$ cat config.mk
export PLATFORM = sky130hd
export DESIGN_NAME = lds_port
export DESIGN_NICKNAME = d
export VERILOG_FILES = /design/src/rtl/lds_pkg.sv /design/src/rtl/lds_port.sv
export VERILOG_INCLUDE_DIRS = /design/src /design/src/rtl
export SDC_FILE = /design/constraint.sdc
export NUM_CORES = 1
export LEC_CHECK = 0
export ABC_AREA = 1
export ABC_CLOCK_PERIOD_IN_PS = 19050
export BUFFER_PORTS_ARGS = -buffer_cell sky130_fd_sc_hd__buf_2
export CORE_AREA = 2 2 142 144
export CTS_BUF_LIST = sky130_fd_sc_hd__clkbuf_16
export CTS_CLUSTER_DIAMETER = 200
export DETAILED_ROUTE_END_ITERATION = 8
export DIE_AREA = 0 0 144 146
export PLACE_DENSITY_LB_ADDON = 0.2
export SLEW_MARGIN = 20
export SYNTH_ARGS = -nofsm -noshare
export SYNTH_HDL_FRONTEND = slang
export SYNTH_SLANG_ARGS = --single-unit
export TNS_END_PERCENT = 50
$ cat constraint.sdc
create_clock -name clk -period 19.05 [get_ports clk]
set_clock_uncertainty 0.2 [all_clocks]
set_input_delay 3.81 -clock clk [delete_from_list [all_inputs] [get_ports clk]]
set_output_delay 3.81 -clock clk [all_outputs]
set_load 0.05 [all_outputs]
$ cat src/rtl/lds_defs.svh
`ifndef LDS_DEFS_SVH
`define LDS_DEFS_SVH
// ----------------------------------------
// Register addresses
// ----------------------------------------
`define LDS_A_RSVD 6'h00
`define LDS_A_CTRL1 6'h01
`define LDS_A_CTRL2 6'h02
`define LDS_A_CTRL3 6'h03
`define LDS_A_STAT1 6'h04
`define LDS_A_STAT2 6'h05
`define LDS_A_TRIM 6'h3E
`define LDS_A_GCFG 6'h3F
`define LDS_A_ID 6'h00
`define LDS_A_VER 6'h01
`define LDS_A_PC_LO 6'h02
`define LDS_A_PC_HI 6'h03
`define LDS_A_FRAME 6'h3E
// ----------------------------------------
// Reset values and writable masks
// ----------------------------------------
`define LDS_CTRL1_RST 16'h000E
`define LDS_CTRL2_RST 16'h5E1F
`define LDS_CTRL3_RST 16'h0800
`define LDS_CTRL1_MASK 16'h003F
`define LDS_CTRL2_MASK 16'hFFFF
`define LDS_CTRL3_MASK 16'h1FFF
`define LDS_TRIM_VAL 16'h0000
// ----------------------------------------
// Status layout
// ----------------------------------------
`define LDS_STAT1_LATCH 16'h03FF
`define LDS_STAT1_LIVE 16'h1C00
// ----------------------------------------
// Frame and timing
// ----------------------------------------
`define LDS_FRAME_BITS 5'd24
`define LDS_CMD_LAST 5'd7
`define LDS_CLK_NS 40
`define LDS_OTA_STEP_NS 3300
`define LDS_DRV_STEP_NS 1670
`define LDS_OTA_STEP_CYC ((`LDS_OTA_STEP_NS + `LDS_CLK_NS - 1) / `LDS_CLK_NS)
`define LDS_DRV_STEP_CYC ((`LDS_DRV_STEP_NS + `LDS_CLK_NS - 1) / `LDS_CLK_NS)
`define LDS_WD_SHORT_MS 100
`define LDS_WD_LONG_MS 200
`define LDS_WD_SHORT_CYC (`LDS_WD_SHORT_MS * 1000000 / `LDS_CLK_NS)
`define LDS_WD_LONG_CYC (`LDS_WD_LONG_MS * 1000000 / `LDS_CLK_NS)
`endif

$ cat src/rtl/lds_pkg.sv
`default_nettype none
package lds_pkg;
  typedef enum logic [1:0] {
    LDS_OP_WRITE = 2'h0,
    LDS_OP_READ = 2'h1,
    LDS_OP_RDCLR = 2'h2,
    LDS_OP_INFO = 2'h3
  } lds_op_t;
  typedef enum logic [1:0] {
    LDS_IDLE = 2'h0,
    LDS_CMD = 2'h1,
    LDS_DATA = 2'h3
  } lds_phase_t;
endpackage : lds_pkg
`default_nettype wire

$ cat src/rtl/lds_port.sv
// Operation
// - Write frame stores 16 data bits, sampled on serial clock rise, MSB first.
// - First reply bit appears at select fall, later bits on clock fall.
// - Write reply is status byte then register value before the write.
// - Read reply is status byte then register value; register unchanged.
// - Read of an unused address returns zero data.
// - Status registers are frozen while a frame is running.
// - Read-and-clear returns a status register then clears its latched bits.
// - Read-and-clear at configuration address clears the latched bits of status register one, returns configuration.
// - Read-and-clear and info commands ignore the data bits.
// - Info command reads a fixed read-only identity area.
// - Two-bit field routes one source to monitor output; enable bit drives it.
// - Thermistor foldback follows its bit, except limp mode uses internal monitoring.
// - Watchdog period bit picks 100 ms or 200 ms; resets to one.
// - Dither enable bit; deviation code 0..6 gives 0..30 percent.
// - Two-bit modulation code picks 1.95, 3.9, 7.8 or 15.6 kHz.
// - LED current code in bits 9..5, full scale at 31.
// - Input current limit code in bits 4..0, full scale at 31.
// - Software fallback bit enters limp home without watchdog supervision.
// - Amplifier connects code times 3.3 us after dimming input rises.
// - Converter activates code times 1.67 us after dimming input rises.
// - Dimming switch turns off code times 1.67 us after dimming input falls.
// - Frame is 24 bits: opcode, six-bit address, sixteen data bits.
// - Wrong clock count flags communication error; next valid frame clears it.
// - Select high: deselected, serial output in high impedance.
`include "lds_defs.svh"
`default_nettype none
module lds_port #(
  parameter int WD_SHORT_CYC = `LDS_WD_SHORT_CYC,
  parameter int WD_LONG_CYC = `LDS_WD_LONG_CYC,
  parameter int DLY_W = 11
) (
  input wire logic clk,
  input wire logic rst,
  input wire logic chip_select_n,
  input wire logic sck,
  input wire logic sdi,
  output logic sdo_o,
  output logic sdo_oe,
  input wire logic dim_logic_in,
  input wire logic [3:0] monitor_src,
  input wire logic [15:0] fault_src,
  input wire logic [15:0] state_src,
  output logic monitor_out,
  output logic monitor_oe,
  output logic ntc_foldback_en,
  output logic internal_temp_mon,
  output logic fallback_active,
  output logic watchdog_timeout_select,
  output logic [2:0] watchdog_level,
  output logic dither_en,
  output logic [4:0] deviation_pct,
  output logic [1:0] mod_rate_code,
  output logic [4:0] led_current_code,
  output logic [4:0] input_limit_code,
  output logic amp_connect,
  output logic converter_on,
  output logic dimming_switch
);
  import lds_pkg::*;

  // Arbitrary identity values
  localparam logic [15:0] INFO_IDENTITY_HEADER = 16'hA5A0;
  localparam logic [15:0] ID_VERSION = 16'h0001;
  localparam logic [15:0] ID_PROD_LO = 16'h1234;
  localparam logic [15:0] ID_PROD_HI = 16'h5678;
  localparam logic [15:0] ID_FRAME = 16'h9ABC;
  localparam logic [DLY_W-1:0] OTA_STEP = DLY_W'(`LDS_OTA_STEP_CYC);
  localparam logic [DLY_W-1:0] DRV_STEP = DLY_W'(`LDS_DRV_STEP_CYC);

  // ----------------------------------------
  // Input synchronisers
  // ----------------------------------------
  logic [2:0] cs_s;
  logic [2:0] sck_s;
  logic [1:0] sdi_s;
  logic [2:0] dim_s;
  logic [3:0] mon_s1;
  logic [3:0] mon_s2;

  always_ff @(posedge clk or posedge rst) begin
    if (rst) begin
      cs_s <= 3'h7;
      sck_s <= 3'h0;
      sdi_s <= 2'h0;
      dim_s <= 3'h0;
      mon_s1 <= 4'h0;
      mon_s2 <= 4'h0;
    end else begin
      cs_s <= {cs_s[1:0], chip_select_n};
      sck_s <= {sck_s[1:0], sck};
      sdi_s <= {sdi_s[0], sdi};
      dim_s <= {dim_s[1:0], dim_logic_in};
      mon_s1 <= monitor_src;
      mon_s2 <= mon_s1;
    end
  end

  logic cs_low;
  logic cs_fall;
  logic cs_rise;
  logic sck_rise;
  logic sck_fall;
  assign cs_low = ~cs_s[1];
  assign cs_fall = cs_s[2] & ~cs_s[1];
  assign cs_rise = ~cs_s[2] & cs_s[1];
  assign sck_rise = cs_low & ~sck_s[2] & sck_s[1];
  assign sck_fall = cs_low & sck_s[2] & ~sck_s[1];

  // ----------------------------------------
  // Frame receive
  // ----------------------------------------
  lds_phase_t ph_r;
  logic [4:0] bit_cnt_r;
  logic [23:0] rx_r;
  logic [7:0] cmd_r;
  logic [7:0] cmd_now;
  logic frame_ok;
  lds_op_t op;
  logic [5:0] addr;

  assign cmd_now = {rx_r[6:0], sdi_s[1]};
  assign frame_ok = cs_rise && (bit_cnt_r == `LDS_FRAME_BITS);
  assign op = lds_op_t'(cmd_r[7:6]);
  assign addr = cmd_r[5:0];

  always_ff @(posedge clk or posedge rst) begin
    if (rst) begin
      ph_r <= LDS_IDLE;
      bit_cnt_r <= 5'h0;
      rx_r <= 24'h0;
      cmd_r <= 8'h0;
    end else if (cs_fall) begin
      ph_r <= LDS_CMD;
      bit_cnt_r <= 5'h0;
    end else if (!cs_low) begin
      ph_r <= LDS_IDLE;
    end else if (sck_rise) begin
      rx_r <= {rx_r[22:0], sdi_s[1]};
      if (bit_cnt_r != 5'h1F) begin
        bit_cnt_r <= bit_cnt_r + 5'h1;
      end
      if (ph_r == LDS_CMD && bit_cnt_r == `LDS_CMD_LAST) begin
        cmd_r <= cmd_now;
        ph_r <= LDS_DATA;
      end
    end
  end

  // ----------------------------------------
  // Control registers
  // ----------------------------------------
  logic [15:0] c1_r;
  logic [15:0] c2_r;
  logic [15:0] c3_r;
  logic [15:0] wdata;
  logic do_write;
  logic wd_refresh;

  assign wdata = rx_r[15:0];
  assign do_write = frame_ok && op == LDS_OP_WRITE;
  assign wd_refresh = do_write && (addr == `LDS_A_CTRL1 || addr == `LDS_A_GCFG)
    && (wdata[0] != c1_r[0]);

  always_ff @(posedge clk or posedge rst) begin
    if (rst) begin
      c1_r <= `LDS_CTRL1_RST;
      c2_r <= `LDS_CTRL2_RST;
      c3_r <= `LDS_CTRL3_RST;
    end else if (do_write) begin
      case (addr)
        `LDS_A_CTRL1: c1_r <= wdata & `LDS_CTRL1_MASK;
        `LDS_A_CTRL2: c2_r <= wdata & `LDS_CTRL2_MASK;
        `LDS_A_CTRL3: c3_r <= wdata & `LDS_CTRL3_MASK;
        `LDS_A_GCFG: c1_r[0] <= wdata[0];
        default: c1_r <= c1_r;
      endcase
    end
  end

  // ----------------------------------------
  // Watchdog
  // ----------------------------------------
  logic [23:0] wd_cnt_r;
  logic [23:0] wd_lim;
  logic [23:0] wd_q;
  logic [23:0] wd_q3;
  logic wd_expired_r;
  logic wd_fire;
  logic sw_limp;
  logic limp_any;
  logic [2:0] wd_stat;

  assign sw_limp = c3_r[12];
  assign limp_any = sw_limp | wd_expired_r;
  assign wd_lim = c1_r[1] ? 24'(WD_LONG_CYC) : 24'(WD_SHORT_CYC);
  assign wd_q = {2'h0, wd_lim[23:2]};
  assign wd_q3 = wd_q + {wd_q[22:0], 1'b0};
  assign wd_fire = !sw_limp && !wd_refresh && (wd_cnt_r == wd_lim - 24'h1);
  assign wd_stat = (wd_cnt_r >= wd_q3) ? 3'h7 :
                   (wd_cnt_r >= {wd_q[22:0], 1'b0}) ? 3'h3 :
                   (wd_cnt_r >= wd_q) ? 3'h1 : 3'h0;

  always_ff @(posedge clk or posedge rst) begin
    if (rst) begin
      wd_cnt_r <= 24'h0;
      wd_expired_r <= 1'b0;
    end else if (sw_limp || wd_refresh) begin
      wd_cnt_r <= 24'h0;
      wd_expired_r <= 1'b0;
    end else if (wd_fire) begin
      wd_cnt_r <= 24'h0;
      wd_expired_r <= 1'b1;
    end else begin
      wd_cnt_r <= wd_cnt_r + 24'h1;
    end
  end

  // ----------------------------------------
  // Status registers
  // ----------------------------------------
  logic [15:0] lat_r;
  logic [15:0] snap1_r;
  logic [15:0] snap2_r;
  logic [15:0] live1;
  logic [15:0] live2;
  logic [15:0] stat_set;
  logic [15:0] stat_clr;
  logic comm_err_r;
  logic por_r;
  logic [7:0] gsb;

  assign stat_set = (fault_src & `LDS_STAT1_LATCH) | {15'h0, wd_fire};
  assign live1 = lat_r | (fault_src & `LDS_STAT1_LIVE);
  assign live2 = {7'h0, state_src[8:4], sw_limp, wd_stat};
  assign stat_clr = (frame_ok && op == LDS_OP_RDCLR
    && (addr == `LDS_A_STAT1 || addr == `LDS_A_GCFG)) ? snap1_r : 16'h0;

  always_ff @(posedge clk or posedge rst) begin
    if (rst) begin
      lat_r <= 16'h0;
    end else begin
      lat_r <= (lat_r & ~stat_clr) | stat_set;
    end
  end

  always_ff @(posedge clk or posedge rst) begin
    if (rst) begin
      snap1_r <= 16'h0;
      snap2_r <= 16'h0;
    end else if (!cs_low) begin
      snap1_r <= live1;
      snap2_r <= live2;
    end
  end

  always_ff @(posedge clk or posedge rst) begin
    if (rst) begin
      comm_err_r <= 1'b0;
      por_r <= 1'b1;
    end else if (frame_ok) begin
      comm_err_r <= 1'b0;
      por_r <= 1'b0;
    end else if (cs_rise) begin
      comm_err_r <= 1'b1;
    end
  end

  always_comb begin
    gsb[6] = comm_err_r;
    gsb[5] = ~(por_r | comm_err_r);
    gsb[4] = snap1_r[8];
    gsb[3] = snap1_r[9];
    gsb[2] = snap1_r[7] | snap1_r[11];
    gsb[1] = |snap1_r[6:2];
    gsb[0] = snap2_r[3] | snap1_r[1] | snap1_r[0] | wd_expired_r;
    gsb[7] = (|gsb[6:0]) & ~gsb[5] | (|gsb[4:0]) | snap1_r[10] | snap1_r[12];
  end

  // ----------------------------------------
  // Read data select
  // ----------------------------------------
  logic [15:0] rd_data;
  always_comb begin
    rd_data = 16'h0;
    if (cmd_now[7:6] == LDS_OP_INFO) begin
      case (cmd_now[5:0])
        `LDS_A_ID: rd_data = INFO_IDENTITY_HEADER;
        `LDS_A_VER: rd_data = ID_VERSION;
        `LDS_A_PC_LO: rd_data = ID_PROD_LO;
        `LDS_A_PC_HI: rd_data = ID_PROD_HI;
        `LDS_A_FRAME: rd_data = ID_FRAME;
        default: rd_data = 16'h0;
      endcase
    end else begin
      case (cmd_now[5:0])
        `LDS_A_CTRL1: rd_data = c1_r;
        `LDS_A_CTRL2: rd_data = c2_r;
        `LDS_A_CTRL3: rd_data = c3_r;
        `LDS_A_STAT1: rd_data = snap1_r;
        `LDS_A_STAT2: rd_data = snap2_r;
        `LDS_A_TRIM: rd_data = `LDS_TRIM_VAL;
        `LDS_A_GCFG: rd_data = {15'h0, c1_r[0]};
        default: rd_data = 16'h0;
      endcase
    end
  end

  // ----------------------------------------
  // Serial output
  // ----------------------------------------
  logic [22:0] tx_r;
  logic sdo_r;
  logic sdo_oe_r;

  always_ff @(posedge clk or posedge rst) begin
    if (rst) begin
      tx_r <= 23'h0;
      sdo_r <= 1'b0;
      sdo_oe_r <= 1'b0;
    end else if (cs_fall) begin
      sdo_oe_r <= 1'b1;
      sdo_r <= gsb[7];
      tx_r <= {gsb[6:0], 16'h0};
    end else if (!cs_low) begin
      sdo_oe_r <= 1'b0;
    end else if (sck_fall) begin
      sdo_r <= tx_r[22];
      tx_r <= {tx_r[21:0], 1'b0};
    end else if (sck_rise && ph_r == LDS_CMD && bit_cnt_r == `LDS_CMD_LAST) begin
      tx_r[22:7] <= rd_data;
    end
  end

  assign sdo_o = sdo_r;
  assign sdo_oe = sdo_oe_r;

  // ----------------------------------------
  // Analog control outputs
  // ----------------------------------------
  logic mon_out_r;
  logic mon_oe_r;
  logic ntc_r;
  logic int_mon_r;
  logic limp_r;
  logic [2:0] wd_lvl_r;
  logic [4:0] dev_r;

  always_ff @(posedge clk or posedge rst) begin
    if (rst) begin
      mon_out_r <= 1'b0;
      mon_oe_r <= 1'b0;
      ntc_r <= 1'b0;
      int_mon_r <= 1'b0;
      limp_r <= 1'b0;
      wd_lvl_r <= 3'h0;
      dev_r <= 5'h0;
    end else begin
      mon_out_r <= mon_s2[c1_r[5:4]];
      mon_oe_r <= c1_r[3];
      ntc_r <= c1_r[2] & ~limp_any;
      int_mon_r <= limp_any;
      limp_r <= limp_any;
      wd_lvl_r <= wd_stat;
      dev_r <= (c2_r[15:13] > 3'h6) ? 5'd30 : {c2_r[15:13], 2'h0} + {2'h0, c2_r[15:13]};
    end
  end

  assign monitor_out = mon_out_r;
  assign monitor_oe = mon_oe_r;
  assign ntc_foldback_en = ntc_r;
  assign internal_temp_mon = int_mon_r;
  assign fallback_active = limp_r;
  assign watchdog_level = wd_lvl_r;
  assign watchdog_timeout_select = c1_r[1];
  assign deviation_pct = dev_r;
  assign dither_en = c2_r[10];
  assign mod_rate_code = c2_r[12:11];
  assign led_current_code = c2_r[9:5];
  assign input_limit_code = c2_r[4:0];

  // ----------------------------------------
  // Dimming edge delays
  // ----------------------------------------
  logic [2:0] dly_out_r;
  logic dim_edge;
  assign dim_edge = dim_s[2] ^ dim_s[1];

  genvar gi;
  generate
    for (gi = 0; gi < 3; gi++) begin : g_dly
      localparam logic IMM = (gi == 2);
      localparam logic [DLY_W-1:0] STEP = (gi == 0) ? OTA_STEP : DRV_STEP;
      logic [DLY_W-1:0] cnt_r;
      logic [DLY_W-1:0] tgt;
      logic [3:0] code;
      assign code = c3_r[11 - 4 * gi -: 4];
      assign tgt = DLY_W'(code * STEP);
      always_ff @(posedge clk or posedge rst) begin
        if (rst) begin
          cnt_r <= '0;
          dly_out_r[gi] <= 1'b0;
        end else if (dim_s[1] == IMM) begin
          cnt_r <= '0;
          dly_out_r[gi] <= IMM;
        end else if (dim_edge) begin
          cnt_r <= tgt;
          if (tgt == '0) begin
            dly_out_r[gi] <= ~IMM;
          end
        end else if (cnt_r == DLY_W'(1)) begin
          cnt_r <= '0;
          dly_out_r[gi] <= ~IMM;
        end else if (cnt_r != '0) begin
          cnt_r <= cnt_r - DLY_W'(1);
        end
      end
    end
  endgenerate

  assign amp_connect = dly_out_r[0];
  assign converter_on = dly_out_r[1];
  assign dimming_switch = dly_out_r[2];
endmodule : lds_port
`default_nettype wire

[Yosys cells after proc, flatten, opt, wreduce, memory -nomap -nowiden]
Cells that the tools add are included.
Storage, ports and cells
  bits in registers: 226
  output and inout port bits: 32
  logic and storage cells: 225
Cells by class
  add/sub/neg operators: 8
  multiply operators: 3
  magnitude comparators: 5
  eq/ne operators: 31
  mux-type cells: 59
  bitwise operators: 30
  reduce and logical (&&, ||, !) cells: 52
Operators with widths (number)
  2-to-1 mux 11 bit: 12
  one-hot mux 16 bit (6 select lines): 1
  one-hot mux 16 bit (5 select lines): 1
  2-to-1 mux 23 bit: 3
  2-to-1 mux 16 bit: 4
  2-to-1 mux 24 bit: 2
  == test 11 x 1 -> 1 bit, second input constant: 3
  logical NOT 11 bit: 3
  nonzero test 11 bit: 3
  subtractor 11 x 1 -> 11 bit, second input constant: 3
  2-to-1 mux 5 bit: 5
  adder 24 x 1 -> 24 bit, second input constant: 1
  == test 24 bit: 1
  == test 6 x 2 -> 1 bit, second input constant: 4
  greater-or-equal comparator 24 x 21 -> 1 bit: 1
  greater-or-equal comparator 24 x 22 -> 1 bit: 1
  greater-or-equal comparator 24 x 23 -> 1 bit: 1
  subtractor 23 x 1 -> 24 bit, second input constant: 1
  adder 21 x 22 -> 23 bit: 1
  2-to-1 mux 1 bit: 23
  AND reduction 2 bit: 10
  == test 6 x 3 -> 1 bit, second input constant: 3
  == test 6 bit, second input constant: 3
  multiplier 4 x 5 -> 9 bit, second input constant: 2
  43 further kinds: 96

[Depth between registers and ports, before layout]
  word-level depth: 11
  depth in mapped cells: 16
  gate-level depth less buffers: 16

[Least setup slack after synthesis]
No wires, ideal clock.
  kind: register -> output
  from: reg fallback_active (netlist name)
  to: out internal_temp_mon
  data arrival time: 886 ps
  data required time: 15040 ps
  slack: 14154 ps
  stages on the path, launching flop included: 2
  buffers on the path: 1
  cells stage by stage: dfrtp_1 > buf_4
RTL lines
  to (decl): RTL line lds_port.sv:47  | output logic internal_temp_mon,

==> reports/metrics.cfg <==
[critical_path]
worstSetupEndpointType = asynchronous set/reset pin
cp-start-kind = input pin
cp_max_fo = 102
cp.arrival_ns = 5.95
ff2ff_path_depth = 9
crit_path_start = rst
worst_r2r_endpoint = g_dly[0].cnt_r[9]$_DFFE_PP0P_
endpoint = wd_cnt_r[21]$_DFF_PP0_
required_ns = 19.38
crit_type = in2async
worstReg2RegStart = dim_s[1]$_DFF_PP0_
rrSetupSlack_ns = 15.69

[cts]
cts_max_level = 1
clk_pin_slew_ns = 0.05
cts_tree = yes
ctsResizeCount = 0
insertion_delay_ns = 0.51
root_buffer = clkbuf_16
hold_buffers = 0
cts_buffer_depth = 3
cts_setup_buffers = 0
cts_made_buffers = 24
cts_sinks = 219

[layout]
antenna_cells = 0
nets = 1734
layout_common_cells = 398 x nand2_1, 201 x dfrtp_1, 190 x inv_1, 183 x nor2_1, 117 x o21ai_0
drive_above_1_share_pct = 10.1
nFillCells = 1559
final_common_cell = nand2_1
syn_to_final_growth_pct = 9.26

[logic_synthesis]
synth_seq_cells = 219
ys_types = 49
synth_flop_cell = dfrtp_1
ys_seq_area_share_pct = 44.1
synthCells = 1572
ys_warn_count = 0
synth_fp_nets = 1691
synth_edf_count = 0
avgSynthCellArea_um2 = 7.94
syn-cell-area_mm2 = 0.0125
ys_async_sr_fraction_pct = 100

[detailed_routing]
vias = 10500
drc = 0
drtIter0Drc = 827
dr.pass1.iters = 5
ant_nets = 0
vias_per_cell = 5.51
wl_um = 29200
routedWlPerCell_um = 15.4

[grt]
gr-total-overflow = 0
antenna_found_initial = 0
track_usage_pct = 28.6
global_route.usage.met2_pct = 46.0
grt_pass1_vias = 9862
met3_usage_pct = 3.85
grt_busiest_layer = met2
grt_pass1_wl_um = 48800
grt_util_met1_pct = 41.6
grt_max_degree = 103

[sta]
final.setup.tns_ns = 0
grt_setup_unrepaired = false
relSlewSlack_pct = 37.6
setup_violations = 0
fmax_mhz = 178
finalCriticalPeriod_ns = 5.62
slew_violations = 0
whs_ns = 0.147
worst_slew_pin_slew_ns = 0.934
finalHoldViolations = 0
finalCritPeriodShare_pct = 29.5

[die]
fp.dieArea_mm2 = 0.0210
initial_core_util_pct = 64.5
pin_count = 74
fp.coreArea_mm2 = 0.0193
dieWidth_um = 144
rows = 51
die_y_um = 146

[pwr]
p_leak_nw = 7.00
p_per_area_mw_per_mm2 = 86.7
ir_worst_vdd_v = 0.0000766

[run_status]
status = complete, no violations

[placed_design]
hpwl_um = 21000
portBuffers = 59
routabilityCongestion = 0.967

[run]
maxCapViolCount = 0

[hold_path]
hp-class = reg2reg
worstHoldStart = mon_s1[1]$_DFF_PP0_

[logic make-up after synthesis]
kind of cell / after synthesis / share of synthesized area [%]
AOI/OAI and AO/OA: 229 / 10.4
adders and majority gates: 77 / 7.84
buffers and inverters: 238 / 7.92
DFF: 219 / 44.1
xor gates and xnor gates: 47 / 3.30
and+or+nand+nor: 762 / 26.5
[how the worst min path moves through the flow]
stage / cells after the start / endpoint / slack, ns
floorplan: 0 / dim_s[1]$_DFF_PP0_ / 0.13
global placement: 0 / mon_s2[1]$_DFF_PP0_ / 0.13
detailed placement: 0 / sck_s[1]$_DFF_PP0_ / 0.13
CTS: 0 / sck_s[1]$_DFF_PP0_ / 0.15
global route: 0 / mon_s2[0]$_DFF_PP0_ / 0.15
finish: 0 / mon_s2[1]$_DFF_PP0_ / 0.15
[synthesized netlist by cell type (7+ instances only)]
cell	number	area, µm²
a21oi_1	41	205
a22oi_1	13	97.6
buf_2	7	35.0
buf_4	15	113
clkbuf_1	17	63.8
dfrtp_1	201	5030
dfstp_2	18	473
ha_1	75	938
inv_1	183	687
inv_2	8	30.0
nand2_1	398	1490
nand3_1	66	330
nand3b_1	9	67.6
nand4_1	31	194
nor2_1	183	687
nor3_1	32	160
nor4_1	8	50.1
o211ai_1	7	52.6
o21ai_0	117	586
o21ai_1	20	100
o21ai_2	10	87.6
or2_2	8	50.1
xnor2_1	9	78.8
xor2_1	38	333
[flip-flops by register name, indices dropped and copies added, names as in the netlist, 6 cells and up]
signal / cells
snap2_r: 9
c2_r: 16
c1_r: 6
rx_r: 16
cmd_r: 8
wd_cnt_r: 24
lat_r: 16
snap1_r: 16
c3_r: 13
tx_r: 16
g_dly.cnt_r: 33
[metal layers]
layer  part of all wire, %  vias up  wire length, µm
li1                      -     5166                -
met4                   2.0        0              593
met2                    47      333            13700
met1                    45     4923            13200
met5                     0        -                0
met3                   6.2       45             1800
[final cells by class]
type                       count  area (µm²)  area share, %
tap                          265         332           2.43
inverter                     194         736           5.40
multi-input combinational   1115        5990           43.9
clock buffer                  25         626           4.59
sequential                   219        5500           40.4
clock inverter                19         140           1.03
timing repair buffer          61         310           2.28
[metrics by stage]
step | utilization (%) | instances | worst slack [ns] | cell area [µm²] | total power, mW
2_1_floorplan | - | 1572 | 9.08 | 12500 | 0.691
3_3_place_gp | 66.5 | 1854 | 12.80 | 12900 | 0.732
3_5_place_dp | 66.5 | 1854 | 12.79 | 12900 | 0.738
4_1_cts | 70.5 | 1898 | 13.36 | 13600 | 1.19
5_1_grt | 70.5 | 1898 | 13.01 | 13600 | 1.24
6_report | 70.5 | 1898 | 13.43 | 13600 | 1.18
[power breakdown]
part,internal (mW),switching [mW]
combinational,0.0733,0.139
sequential,0.496,0.0273
clock,0.264,0.183
[worst max-delay path, cell delays in order]
cell   delay (ns)
buf_2        0.13
inv_8        0.44
buf_4        0.64
buf_4        0.78
Power figures use the tool's default switching activity.
